--- config.mk ---
export PLATFORM = sky130hd
export DESIGN_NAME = bst_tap
export DESIGN_NICKNAME = d
export VERILOG_FILES = /design/src/include/bst_pkg.sv /design/src/bst_link_sync.sv /design/src/bst_tap.sv
export SDC_FILE = /design/constraint.sdc
export NUM_CORES = 1
export LEC_CHECK = 0
export ABC_AREA = 1
export BUFFER_PORTS_ARGS = -buffer_cell sky130_fd_sc_hd__buf_4
export CORE_ASPECT_RATIO = 1.2
export CORE_MARGIN = 8
export CORE_UTILIZATION = 50
export DETAILED_ROUTE_END_ITERATION = 12
export GPL_TIMING_DRIVEN = 0
export PLACE_DENSITY = 0.8
export SYNTH_ARGS = -nofsm -noshare
export SYNTH_HDL_FRONTEND = slang
export SYNTH_SLANG_ARGS = --single-unit
export TNS_END_PERCENT = 1
--- constraint.sdc ---
create_clock -name mclk -period 1.7 [get_ports mclk]
set_input_delay 0.085 -clock mclk [delete_from_list [all_inputs] [get_ports mclk]]
set_output_delay 0.085 -clock mclk [all_outputs]
set_load 0.05 [all_outputs]
--- src/include/bst_pkg.sv ---
package bst_pkg;
   localparam int IR_W       = 4;
   localparam int BSR_LEN    = 24;
   localparam int ID_W       = 32;
   localparam int RA_ADDR_W  = 7;
   localparam int RA_DATA_W  = 8;
   localparam int RW_LEN     = RA_ADDR_W + RA_DATA_W;
   localparam int N_PINS     = 12;

   localparam logic [3:0] INS_BYPASS = 4'h0;
   localparam logic [3:0] INS_SAMPLE = 4'h1;
   localparam logic [3:0] INS_IDCODE = 4'h2;
   localparam logic [3:0] INS_USER   = 4'h3;
   localparam logic [3:0] INS_CLAMP  = 4'h4;
   localparam logic [3:0] INS_HIGHZ  = 4'h5;
   localparam logic [3:0] INS_EXTEST = 4'h7;
   localparam logic [3:0] INS_IFOFF  = 4'h8;
   localparam logic [3:0] INS_RDREG  = 4'h9;
   localparam logic [3:0] INS_WRREG  = 4'hA;

   // Instruction-register capture pattern fixed by the test standard
   localparam logic [3:0] IR_CAPTURE = 4'h1;

   // Identity fields: values are arbitrary
   localparam logic [3:0]  ID_VERSION = 4'h0;
   localparam logic [15:0] ID_PART    = 16'h1234;
   localparam logic [10:0] ID_MAKER   = 11'h055;

   // Cell positions of the two special cells in the 24-cell chain
   localparam int CELL_LINE3_IN   = 6;
   localparam int CELL_LINE2_OUT2 = 7;

   typedef enum logic [3:0] {
      BST_RESET, BST_IDLE, BST_SEL_DR, BST_CAP_DR, BST_SH_DR, BST_EX1_DR,
      BST_PAU_DR, BST_EX2_DR, BST_UPD_DR, BST_SEL_IR, BST_CAP_IR, BST_SH_IR,
      BST_EX1_IR, BST_PAU_IR, BST_EX2_IR, BST_UPD_IR
   } bst_state_e;

   // Serial port pins after synchronisation
   typedef struct packed {
      logic tck;
      logic tms;
      logic tdi;
   } bst_link_s;

   // Internal register access request
   typedef struct packed {
      logic                  wr;
      logic                  rd;
      logic [RA_ADDR_W-1:0]  addr;
      logic [RA_DATA_W-1:0]  data;
   } bst_reg_req_s;
endpackage

--- src/bst_link_sync.sv ---
`timescale 1ns/1ps
module bst_link_sync
   import bst_pkg::*;
(
   // Clock and reset
   input  wire logic       mclk,
   input  wire logic       rst_n,
   // Raw test pins
   input  wire logic       tck,
   input  wire logic       tms,
   input  wire logic       tdi,
   // Synchronised view and edges
   output bst_pkg::bst_link_s link,
   output logic            tck_rise,
   output logic            tck_fall
);
   import bst_pkg::*;

   bst_link_s s1_ff, s2_ff, nxt_s1, nxt_s2;
   logic      tck_d_ff, nxt_tck_d;

   always_comb begin
      nxt_s1    = '{tck: tck, tms: tms, tdi: tdi};
      nxt_s2    = s1_ff;
      nxt_tck_d = s2_ff.tck;
   end

   // Pull-ups keep idle pins high
   always_ff @(posedge mclk) begin
      if (!rst_n) begin
         s1_ff    <= '1;
         s2_ff    <= '1;
         tck_d_ff <= 1'b1;
      end else begin
         s1_ff    <= nxt_s1;
         s2_ff    <= nxt_s2;
         tck_d_ff <= nxt_tck_d;
      end
   end

   assign link     = s2_ff;
   assign tck_rise = s2_ff.tck & ~tck_d_ff;
   assign tck_fall = ~s2_ff.tck & tck_d_ff;
endmodule // bst_link_sync

--- src/bst_tap.sv ---
`timescale 1ns/1ps
// Functional notes
// - Only test clock edges advance state
// - Mode-select sampled on rise picks next state
// - Five high mode-selects reach reset state
// - Reset state loads identification instruction
// - Serial input shifted into selected chain
// - Serial output changes on falling edges
// - Output disabled unless shifting
// - Code 0 selects one-bit bypass
// - Instruction codes decoded as listed
// - Chain length follows active instruction
// - Write shifts address then data byte
// - Boundary chain order cell 23 to 0
// - Control, bidirectional and special cell kinds
// - Identity: version, part, maker, one
// - User code from USER_CODE parameter
// - Interface-off bit taken at data update
// - Read captures, shifts, updates address
module bst_tap
   import bst_pkg::*;
#(
   parameter logic [31:0] USER_CODE = 32'h0000_0000
) (
   // Clock and reset
   input  wire logic                   mclk,
   input  wire logic                   rst_n,
   // Test pins
   input  wire logic                   tck,
   input  wire logic                   tms,
   input  wire logic                   tdi,
   output logic                        tdo,
   output logic                        tdo_oe_n,
   // Core side of pins: out value, out enable (high), in value
   input  wire logic [N_PINS-1:0]      core_out,
   input  wire logic [N_PINS-1:0]      core_oe,
   input  wire logic [N_PINS-1:0]      pin_in,
   output logic [N_PINS-1:0]           pad_out,
   output logic [N_PINS-1:0]           pad_oe,
   output logic                        line2_out2,
   // Internal register access
   output logic                        host_if_off,
   output bst_pkg::bst_reg_req_s       reg_req,
   input  wire logic [RA_DATA_W-1:0]   reg_rdata
);
   import bst_pkg::*;

   bst_link_s link;
   logic      rise, fall;

   bst_link_sync u_sync (
      .mclk     (mclk),
      .rst_n    (rst_n),
      .tck      (tck),
      .tms      (tms),
      .tdi      (tdi),
      .link     (link),
      .tck_rise (rise),
      .tck_fall (fall)
   );

   bst_state_e           st_ff, nxt_st;
   logic [IR_W-1:0]      ir_sh_ff, nxt_ir_sh, ir_ff, nxt_ir;
   logic [ID_W-1:0]      dr_ff, nxt_dr;
   logic [BSR_LEN-1:0]   upd_ff, nxt_upd;
   logic [RA_ADDR_W-1:0] addr_ff, nxt_addr;
   logic                 ifoff_ff, nxt_ifoff;
   bst_reg_req_s         req_ff, nxt_req;
   logic                 tdo_ff, nxt_tdo, oen_ff, nxt_oen;
   logic [N_PINS-1:0]    pout_ff, nxt_pout, poe_ff, nxt_poe;
   logic                 o2_ff, nxt_o2;

   // Chain length per instruction
   function automatic int dr_len(input logic [IR_W-1:0] ins);
      unique case (ins)
         INS_SAMPLE, INS_EXTEST: dr_len = BSR_LEN;
         INS_IDCODE, INS_USER:   dr_len = ID_W;
         INS_RDREG:              dr_len = RA_ADDR_W;
         INS_WRREG:              dr_len = RW_LEN;
         default:                dr_len = 1;
      endcase
   endfunction

   function automatic bst_state_e tap_next(input bst_state_e s,
                                           input logic m);
      unique case (s)
         BST_RESET:  tap_next = m ? BST_RESET  : BST_IDLE;
         BST_IDLE:   tap_next = m ? BST_SEL_DR : BST_IDLE;
         BST_SEL_DR: tap_next = m ? BST_SEL_IR : BST_CAP_DR;
         BST_CAP_DR: tap_next = m ? BST_EX1_DR : BST_SH_DR;
         BST_SH_DR:  tap_next = m ? BST_EX1_DR : BST_SH_DR;
         BST_EX1_DR: tap_next = m ? BST_UPD_DR : BST_PAU_DR;
         BST_PAU_DR: tap_next = m ? BST_EX2_DR : BST_PAU_DR;
         BST_EX2_DR: tap_next = m ? BST_UPD_DR : BST_SH_DR;
         BST_UPD_DR: tap_next = m ? BST_SEL_DR : BST_IDLE;
         BST_SEL_IR: tap_next = m ? BST_RESET  : BST_CAP_IR;
         BST_CAP_IR: tap_next = m ? BST_EX1_IR : BST_SH_IR;
         BST_SH_IR:  tap_next = m ? BST_EX1_IR : BST_SH_IR;
         BST_EX1_IR: tap_next = m ? BST_UPD_IR : BST_PAU_IR;
         BST_PAU_IR: tap_next = m ? BST_EX2_IR : BST_PAU_IR;
         BST_EX2_IR: tap_next = m ? BST_UPD_IR : BST_SH_IR;
         BST_UPD_IR: tap_next = m ? BST_SEL_DR : BST_IDLE;
      endcase
   endfunction

   logic [BSR_LEN-1:0] cap_bsr;
   logic               boundary_drives;
   int                 len;

   // Cell pairs: even = pin value, odd = its enable (cell 7 captures core_out[4] instead), pin 11 at top
   always_comb begin
      cap_bsr = '0;
      for (int i = 0; i < N_PINS; i++) begin
         cap_bsr[2*i]   = pin_in[i];
         cap_bsr[2*i+1] = core_oe[i];
      end
      cap_bsr[CELL_LINE2_OUT2] = core_out[4];
      // Input-only cell on line 3 captures the pad
      cap_bsr[CELL_LINE3_IN] = pin_in[3];
   end

   assign len = dr_len(ir_ff);
   assign boundary_drives = (ir_ff == INS_EXTEST) || (ir_ff == INS_CLAMP);

   always_comb begin
      nxt_st    = st_ff;
      nxt_ir_sh = ir_sh_ff;
      nxt_ir    = ir_ff;
      nxt_dr    = dr_ff;
      nxt_upd   = upd_ff;
      nxt_addr  = addr_ff;
      nxt_ifoff = ifoff_ff;
      nxt_req   = '{wr: 1'b0, rd: 1'b0, addr: req_ff.addr,
                    data: req_ff.data};
      nxt_tdo   = tdo_ff;
      nxt_oen   = oen_ff;
      // State holds without test clock edges
      if (rise) begin
         nxt_st = tap_next(st_ff, link.tms);
         unique case (st_ff)
            BST_RESET: nxt_ir = INS_IDCODE;
            BST_CAP_IR: nxt_ir_sh = IR_CAPTURE;
            BST_SH_IR: nxt_ir_sh = {link.tdi, ir_sh_ff[IR_W-1:1]};
            BST_UPD_IR: nxt_ir = ir_sh_ff;
            BST_CAP_DR: begin
               unique case (ir_ff)
                  INS_SAMPLE, INS_EXTEST:
                     nxt_dr = {{(ID_W-BSR_LEN){1'b0}}, cap_bsr};
                  INS_IDCODE: nxt_dr = {ID_VERSION, ID_PART, ID_MAKER,
                                        1'b1};
                  INS_USER:   nxt_dr = USER_CODE;
                  INS_RDREG:  nxt_dr = {{(ID_W-RA_ADDR_W){1'b0}},
                                        addr_ff};
                  default:    nxt_dr = '0;
               endcase
            end
            BST_SH_DR: begin
               nxt_dr = dr_ff >> 1;
               nxt_dr[len-1] = link.tdi;
            end
            BST_UPD_DR: begin
               unique case (ir_ff)
                  INS_SAMPLE, INS_EXTEST: nxt_upd = dr_ff[BSR_LEN-1:0];
                  INS_IFOFF: nxt_ifoff = dr_ff[0];
                  INS_RDREG: begin
                     nxt_addr = dr_ff[RA_ADDR_W-1:0];
                     nxt_req.rd   = ifoff_ff;
                     nxt_req.addr = dr_ff[RA_ADDR_W-1:0];
                  end
                  INS_WRREG: begin
                     // Address shifted first, so sits in the low bits
                     nxt_req.wr   = ifoff_ff;
                     nxt_req.addr = dr_ff[RA_ADDR_W-1:0];
                     nxt_req.data = dr_ff[RW_LEN-1:RA_ADDR_W];
                     nxt_addr     = dr_ff[RA_ADDR_W-1:0];
                  end
                  default: ;
               endcase
            end
            default: ;
         endcase
         if (nxt_st == BST_RESET)
            nxt_ir = INS_IDCODE;
      end
      if (fall) begin
         nxt_oen = 1'b1;
         if (st_ff == BST_SH_IR) begin
            nxt_tdo = ir_sh_ff[0];
            nxt_oen = 1'b0;
         end else if (st_ff == BST_SH_DR) begin
            nxt_tdo = dr_ff[0];
            nxt_oen = 1'b0;
         end
      end
   end

   // Pin muxing from the update stage of the boundary chain
   always_comb begin
      nxt_pout = core_out;
      nxt_poe  = core_oe;
      nxt_o2   = core_out[4];
      if (boundary_drives) begin
         for (int i = 0; i < N_PINS; i++) begin
            nxt_pout[i] = upd_ff[2*i];
            nxt_poe[i]  = upd_ff[2*i+1];
         end
         nxt_o2 = upd_ff[CELL_LINE2_OUT2];
      end else if (ir_ff == INS_HIGHZ) begin
         nxt_poe = '0;
      end
   end

   always_ff @(posedge mclk) begin
      if (!rst_n) begin
         st_ff    <= BST_RESET;
         ir_sh_ff <= '0;
         ir_ff    <= INS_IDCODE;
         dr_ff    <= '0;
         upd_ff   <= '0;
         addr_ff  <= '0;
         ifoff_ff <= 1'b0;
         req_ff   <= '0;
         tdo_ff   <= 1'b0;
         oen_ff   <= 1'b1;
         pout_ff  <= '0;
         poe_ff   <= '0;
         o2_ff    <= 1'b0;
      end else begin
         st_ff    <= nxt_st;
         ir_sh_ff <= nxt_ir_sh;
         ir_ff    <= nxt_ir;
         dr_ff    <= nxt_dr;
         upd_ff   <= nxt_upd;
         addr_ff  <= nxt_addr;
         ifoff_ff <= nxt_ifoff;
         req_ff   <= nxt_req;
         tdo_ff   <= nxt_tdo;
         oen_ff   <= nxt_oen;
         pout_ff  <= nxt_pout;
         poe_ff   <= nxt_poe;
         o2_ff    <= nxt_o2;
      end
   end

   assign tdo         = tdo_ff;
   assign tdo_oe_n    = oen_ff;
   assign pad_out     = pout_ff;
   assign pad_oe      = poe_ff;
   assign line2_out2  = o2_ff;
   assign host_if_off = ifoff_ff;
   assign reg_req     = req_ff;

   // Helper: consecutive high mode-select samples
   logic [2:0] tms_hi;
   always_ff @(posedge mclk) begin
      if (!rst_n)
         tms_hi <= '0;
      else if (rise)
         tms_hi <= link.tms ? ((tms_hi == 3'h5) ? tms_hi : tms_hi + 3'h1)
                            : 3'h0;
   end

   a_five_ones_reset: assert property (@(posedge mclk) disable iff (!rst_n)
      (tms_hi == 3'h5) |-> st_ff == BST_RESET)
      else $error("five high samples did not reach reset");
   a_reset_loads_id: assert property (@(posedge mclk) disable iff (!rst_n)
      (st_ff == BST_RESET) |-> ir_ff == INS_IDCODE)
      else $error("reset state without id instruction");
   a_state_holds: assert property (@(posedge mclk) disable iff (!rst_n)
      !rise |=> $stable(st_ff))
      else $error("state moved without clock rise");
   a_tdo_on_fall: assert property (@(posedge mclk) disable iff (!rst_n)
      !fall |=> $stable(tdo_ff) && $stable(oen_ff))
      else $error("serial output changed off falling edge");
   a_tdo_idle_off: assert property (@(posedge mclk) disable iff (!rst_n)
      fall && st_ff != BST_SH_DR && st_ff != BST_SH_IR |=> oen_ff)
      else $error("serial output driven while not shifting");
   a_id_lsb_one: assert property (@(posedge mclk) disable iff (!rst_n)
      rise && st_ff == BST_CAP_DR && ir_ff == INS_IDCODE |=> dr_ff[0])
      else $error("identity lsb not one");
   a_ifoff_update: assert property (@(posedge mclk) disable iff (!rst_n)
      rise && st_ff == BST_UPD_DR && ir_ff == INS_IFOFF
      |=> ifoff_ff == $past(dr_ff[0]))
      else $error("interface bit not taken at update");
   a_highz_off: assert property (@(posedge mclk) disable iff (!rst_n)
      ir_ff == INS_HIGHZ |=> pad_oe == '0)
      else $error("pins enabled under high impedance");
   a_tms_sampled: assert property (@(posedge mclk) disable iff (!rst_n)
      rise |=> st_ff == tap_next($past(st_ff), $past(link.tms)))
      else $error("next state not from sampled mode-select");
   a_req_needs_off: assert property (@(posedge mclk) disable iff (!rst_n)
      reg_req.wr || reg_req.rd |-> host_if_off)
      else $error("register request while interface still on");
endmodule // bst_tap

# Word level (Yosys, flattened, before mapping)
# Index checks and enable logic that the tools add are counted.
# op_classes
mux	31
n_eq_ne	24
n_addsub	1
reduce_logical	24
bitwise_logic	4
magnitude_cmp	2
# op_table
cell	count
25-bit case mux with 3 select lines	1
32-bit case mux with 2 select lines	1
4-bit case mux with 12 select lines	1
4-bit equality test (second input constant)	11
12-bit two-way mux	3
32-bit bitwise mux	1
32-bit by 1-bit >= comparator with 1-bit output (second input constant)	1
32-bit by 7-bit < comparator with 1-bit output (second input constant)	1
32-bit by 2-bit subtractor with 32-bit output (second input constant)	1
4-bit by 3-bit equality test with 1-bit output (second input constant)	7
4-bit two-way mux	6
6-bit case mux with 4 select lines	1
4-bit by 2-bit equality test with 1-bit output (second input constant)	4
4-bit case mux with 2 select lines	2
3-bit AND reduction	4
2-bit OR reduction	5
1-bit two-way mux	9
4-bit by 1-bit equality test with 1-bit output (second input constant)	2
4-bit logical NOT	2
2-bit AND reduction	4
4-bit AND reduction	2
2-bit two-way mux	3
3-bit two-way mux	2
2-bit nonzero test	3
7 further kinds	9
# word_totals
register_bits	120
input_bits	49

# Depth between registers and ports, before layout
# logic_depth
word_depth	10
mapped_depth	14
ltp_nobuf	14

# By module
# From an unflattened synthesis, not the netlist that was laid out.
# hier_totals
hier_cells	679
hier_area_um2	4956.0
# modules_own_cells
mod	area_each_um2	seq_area_each_um2	instances	cells_per_inst
bst_tap	4744.6	2262.2	1	654
bst_link_sync	211.5	140.1	1	25

# Worst setup path before layout
# Ideal clock, no wire load.
# synth_path
kind	flip-flop to flip-flop
start	reg ir_ff[2]
end	reg dr_ff[14]
path_stages_with_launch	15
period_less_slack_ps	1855
path_slack_ps	-155
required_ps	1571
path_buffers	0
arrival_ps	1726
setup_time_ps	129
path_cell_list	dfxtp_1 -> nor2_1 -> inv_1 -> nor2_1 -> inv_1 -> ha_1 -> inv_1 -> nor2_1 -> inv_1 -> nor2_1 -> nand2_1 -> o211ai_1 -> o21ai_0 -> nand2_1 -> a21oi_1
# synth_via
elab_chain_len	10
word_cells_on_any_way	18
cone_classes	add/sub: 1; order compare: 2; eq/ne: 6; mux: 6; reduce/logical: 3
# synth_lines
item	line	rtl
start: declaration	bst_tap.sv:63	logic [IR_W-1:0] ir_sh_ff, nxt_ir_sh, ir_ff, nxt_ir;
start signal: assignment	bst_tap.sv:231	ir_ff <= nxt_ir;
4-bit by 2-bit equality test with 1-bit output (tied with other cells)	bst_tap.sv:75, bst_tap.sv:146	
2-bit OR reduction (on tied branches)	bst_tap.sv:75, bst_tap.sv:146	
6-bit case mux with 4 select lines	bst_tap.sv:75	unique case (ins)
32-bit by 2-bit subtractor with 32-bit output	bst_tap.sv:159	nxt_dr[len-1] = link.tdi;
32-bit by 1-bit >= comparator with 1-bit output (not written as such) / 32-bit by 7-bit < comparator with 1-bit output (equally long branches)	bst_tap.sv:159	
1-bit logical AND (not written as such)	bst_tap.sv:159	
1-bit two-way mux (not written as such)	bst_tap.sv:159	
1-bit demux with 5-bit select	bst_tap.sv:159	
32-bit bitwise mux	bst_tap.sv:159	
32-bit case mux with 2 select lines *	bst_tap.sv:140	unique case (st_ff)
end signal: assignment	bst_tap.sv:232	dr_ff <= nxt_dr;
end: declaration	bst_tap.sv:64	logic [ID_W-1:0] dr_ff, nxt_dr;
# Every way passes the cells marked *; elsewhere a longest branch is shown, timed or not.
# A chain may end at the register's enable or synchronous reset.

# Final worst setup path
# layout_path
start	reg ir_ff[3]
end	reg dr_ff[6]
# The elaborated chain is that of the path after synthesis.

==> summary.txt <==
Pwr
  – Switching Fraction: 24.5%
  – Sequential fraction of design power: 39.8%
  – Peak VDD IR: 0.880 mV
  – Pleak: 3.24 nW
  – Clock share of power: 51.0%
  – Combinational share of power: 9.3%
  – P_int: 5.48 mW
  – Pwr Density: 1040 nW/µm²
  – Net Sw Power: 1.78 mW

STA
  – Max_slew headroom: 50.2%
  – Slew @ Worst Pin: 0.747 ns
  – Final worst path period share: 110%
  – Setup WS post-layout: -0.168 ns
  – Final Setup Violations: 32
  – Fin crit period: 1.87 ns
  – Setup TNS Final: -1.28 ns
  – Achievable frequency: 0.535 GHz
  – Final Skew: 0.00656 ns
  – Max-slew violation count: 0
  – RSZ-0062 raised after global routing: true
  – Endpoints failing hold: 0

Placement
  – Cells after DPL: 894
  – Dpl hpwl: 10800 µm
  – Port Buffers: 85
  – GPL Wtd Cong: 0.918

Setup path
  – Type of origin of the critical path: register
  – Crit-path cells: nor2_4 > inv_2 > nor2_4 > inv_2 > ha_4 > inv_2 > nor2_4 > buf_4 > nand3_1 > nand3_2 > nand3_1 > o211ai_1 > inv_1
  – Crit end category: register
  – WS Path Type: reg -> reg
  – Sum of buffers and inverters on the critical path: 5
  – WP data arrival: 2.18 ns
  – Worst-path fanout max: 4
  – Critical path's slowest cell: dfxtp_2
  – Max incr delay on CP: 0.34 ns
  – Worst Path Required: 2.01 ns
  – CP top delay family: simple AND/OR/NAND/NOR gates

Route
  – Drt total wl: 16000 µm
  – DRC: 0
  – Detail Route Antenna Nets: 0
  – Via density per instance: 5.49
  – Drt pass-1 iters: 5
  – Via total after detailed routing: 5307
  – Initial drt markers: 432
  – Wire per inst: 16.5 µm

Floorplan
  – Die area: 13600 µm²
  – Die Width: 108 µm
  – FP Rows: 40
  – Initial Utilization: 50.9%
  – Core area: 9910 µm²
  – Die Y: 126 µm
  – Ports: 94

Clock tree
  – CTS Buf Count: 17
  – Clock root buffer: clkbuf_16
  – Clock buffer depth: 2
  – Clock sink count: 120
  – TritonCTS clock tree: built
  – Clock slew at reported path FFs: 0.06 ns
  – Clock Latency Late Sink: 0.42 ns
  – CTS H-tree lvls: 4

Final layout
  – Ant diodes: 0
  – Cell Count, Final, Fillers Out: 967
  – Core Util, Final: 70.6%
  – Commonest non-fill, non-tap cell in the layout: nand2_1
  – Fraction of layout cells with a size suffix above 1: 25.9%
  – Filler cells: 767
  – Synth-to-Final Area Change: 38.5%
  – Nets: 878
  – Commonest non-fill, non-tap cells in the layout: nand2_1, dfxtp_1, buf_4, o21ai_0, a21oi_1

Hold path
  – Hold Crit Class: in -> reg

Job
  – Max_cap viols: 0

Global routing
  – GR Overflow Total: 0
  – Vias in the first global route: 5278
  – Initial antenna violation count: 0
  – Global Route Usage Sum: 23.3%
  – First-pass GRT wire length: 25200 µm
  – Pin count of the biggest net entering global routing: 17

Yosys
  – Count of cell types in the netlist: 28
  – FF+latch count, synth: 120
  – Syn Nets: 733
  – Mean post-synth cell area: 7.39 µm²
  – Syn. warnings: 0
  – Mapped Cells: 683
  – Synthesized area: 5050 µm²
  – Sequential area share after synthesis: 47.6%

Status
  – Failing checks: negative setup slack
  – Outcome: complete, but fails checks
[cell families after synthesis]
group	after synthesis	synth area share (%)
DFF	120	47.6
buffers and inverters	100	8.72
AOI/OAI and AO/OA	194	20.7
and+or+nand+nor	268	22.7
adders and majority gates	1	0.248
[cells in the mapped netlist (all sizes together)]
cell    instances  area, µm²
o31ai           1       21.3
dfxtp         120       2400
nor4            1       6.26
a21oi          81        417
nand2         124        475
a211oi          1       7.51
o21ai          91        455
or2             6       37.5
o211ai         15        113
inv            62        233
o21bai          2       15.0
a31oi           3       18.8
ha              1       12.5
buf            21        144
nand3          36        193
clkbuf         17       63.8
nor3            1       5.00
nand4           2       12.5
nor2           98        417
[final cells by class]
class | count | area (µm²) | area share, %
multi-input combinational | 463 | 2330 | 33.3
tap | 126 | 158 | 2.25
inverter | 62 | 238 | 3.40
buffer | 37 | 226 | 3.24
timing repair buffer | 127 | 1020 | 14.6
sequential | 120 | 2410 | 34.5
clock buffer | 18 | 439 | 6.28
clock inverter | 14 | 171 | 2.45
[registers in the layout (all words and copies together), names as in the netlist]
register,flops
tdo,1
ir_sh_ff,4
st_ff,4
tdo_oe_n,1
upd_ff,24
u_sync.nxt_tck_d,1
host_if_off,1
u_sync.nxt_s2,3
pad_out,12
reg_req,17
u_sync.tck_d_ff,1
ir_ff,4
line2_out2,1
u_sync.link,2
dr_ff,32
pad_oe,12
[per-layer routing]
metal,track usage [%],vias up,routed length (µm)
met2,40.8,274,7980
met5,0,-,0
met3,7.19,58,1430
li1,-,2538,-
met1,24.4,2437,5970
met4,11.6,0,599
[timing repair]
item,in CTS,in global routing
pin swaps,8,10
setup buffers,10,5
endpoints found under the hold margin,28,0
hold buffers,27,0
gates resized for setup,23,30
gates cloned,0,0
setup endpoints to repair,86,96
[power by group through the flow]
stage | Combinational (mW) | Clock, mW | Sequential (mW)
3_3_place_gp | 0.540 | 0 | 2.94
2_1_floorplan | 0.222 | 0 | 3.06
4_1_cts | 0.644 | 3.70 | 2.89
3_5_place_dp | 0.547 | 0 | 2.94
6_report | 0.674 | 3.70 | 2.89
5_1_grt | 0.722 | 3.85 | 2.89
[tightest hold or removal path: cells and delay by family]
kind,cells,cell delay [ns]
AO/OA/AOI/OAI,2,0.14
AND/OR/NAND/NOR,1,0.06
buffers and inverters,2,0.12
[path summary, 6_finish.rpt]
kind,start,to,slack (ns),depth (start not counted)
worst max-delay path,ir_ff[3]$_SDFFE_PN0P_,dr_ff[6]$_SDFFE_PN0P_,-0.17,13
worst min-delay path,pin_in[4],dr_ff[8]$_SDFFE_PN0P_,0.02,5
worst max register to register,ir_ff[3]$_SDFFE_PN0P_,dr_ff[6]$_SDFFE_PN0P_,-0.17,13
worst min register to register,u_sync.nxt_s2[1]$_SDFF_PN1_,u_sync.link[1]$_SDFF_PN1_,0.41,1
[metrics by stage]
stage	instance area, µm²	setup slack, ns	power (mW)	hold slack [ns]
floorplan	5060	0.0000592	3.28	0.192
global placement	5860	-0.282	3.48	0.275
detailed placement	5860	-0.321	3.49	0.276
CTS	6870	-0.0986	7.23	0.0173
global route	6990	-0.255	7.47	0.0439
finish	6990	-0.168	7.26	0.0231
(Power assumes the default switching activity.)
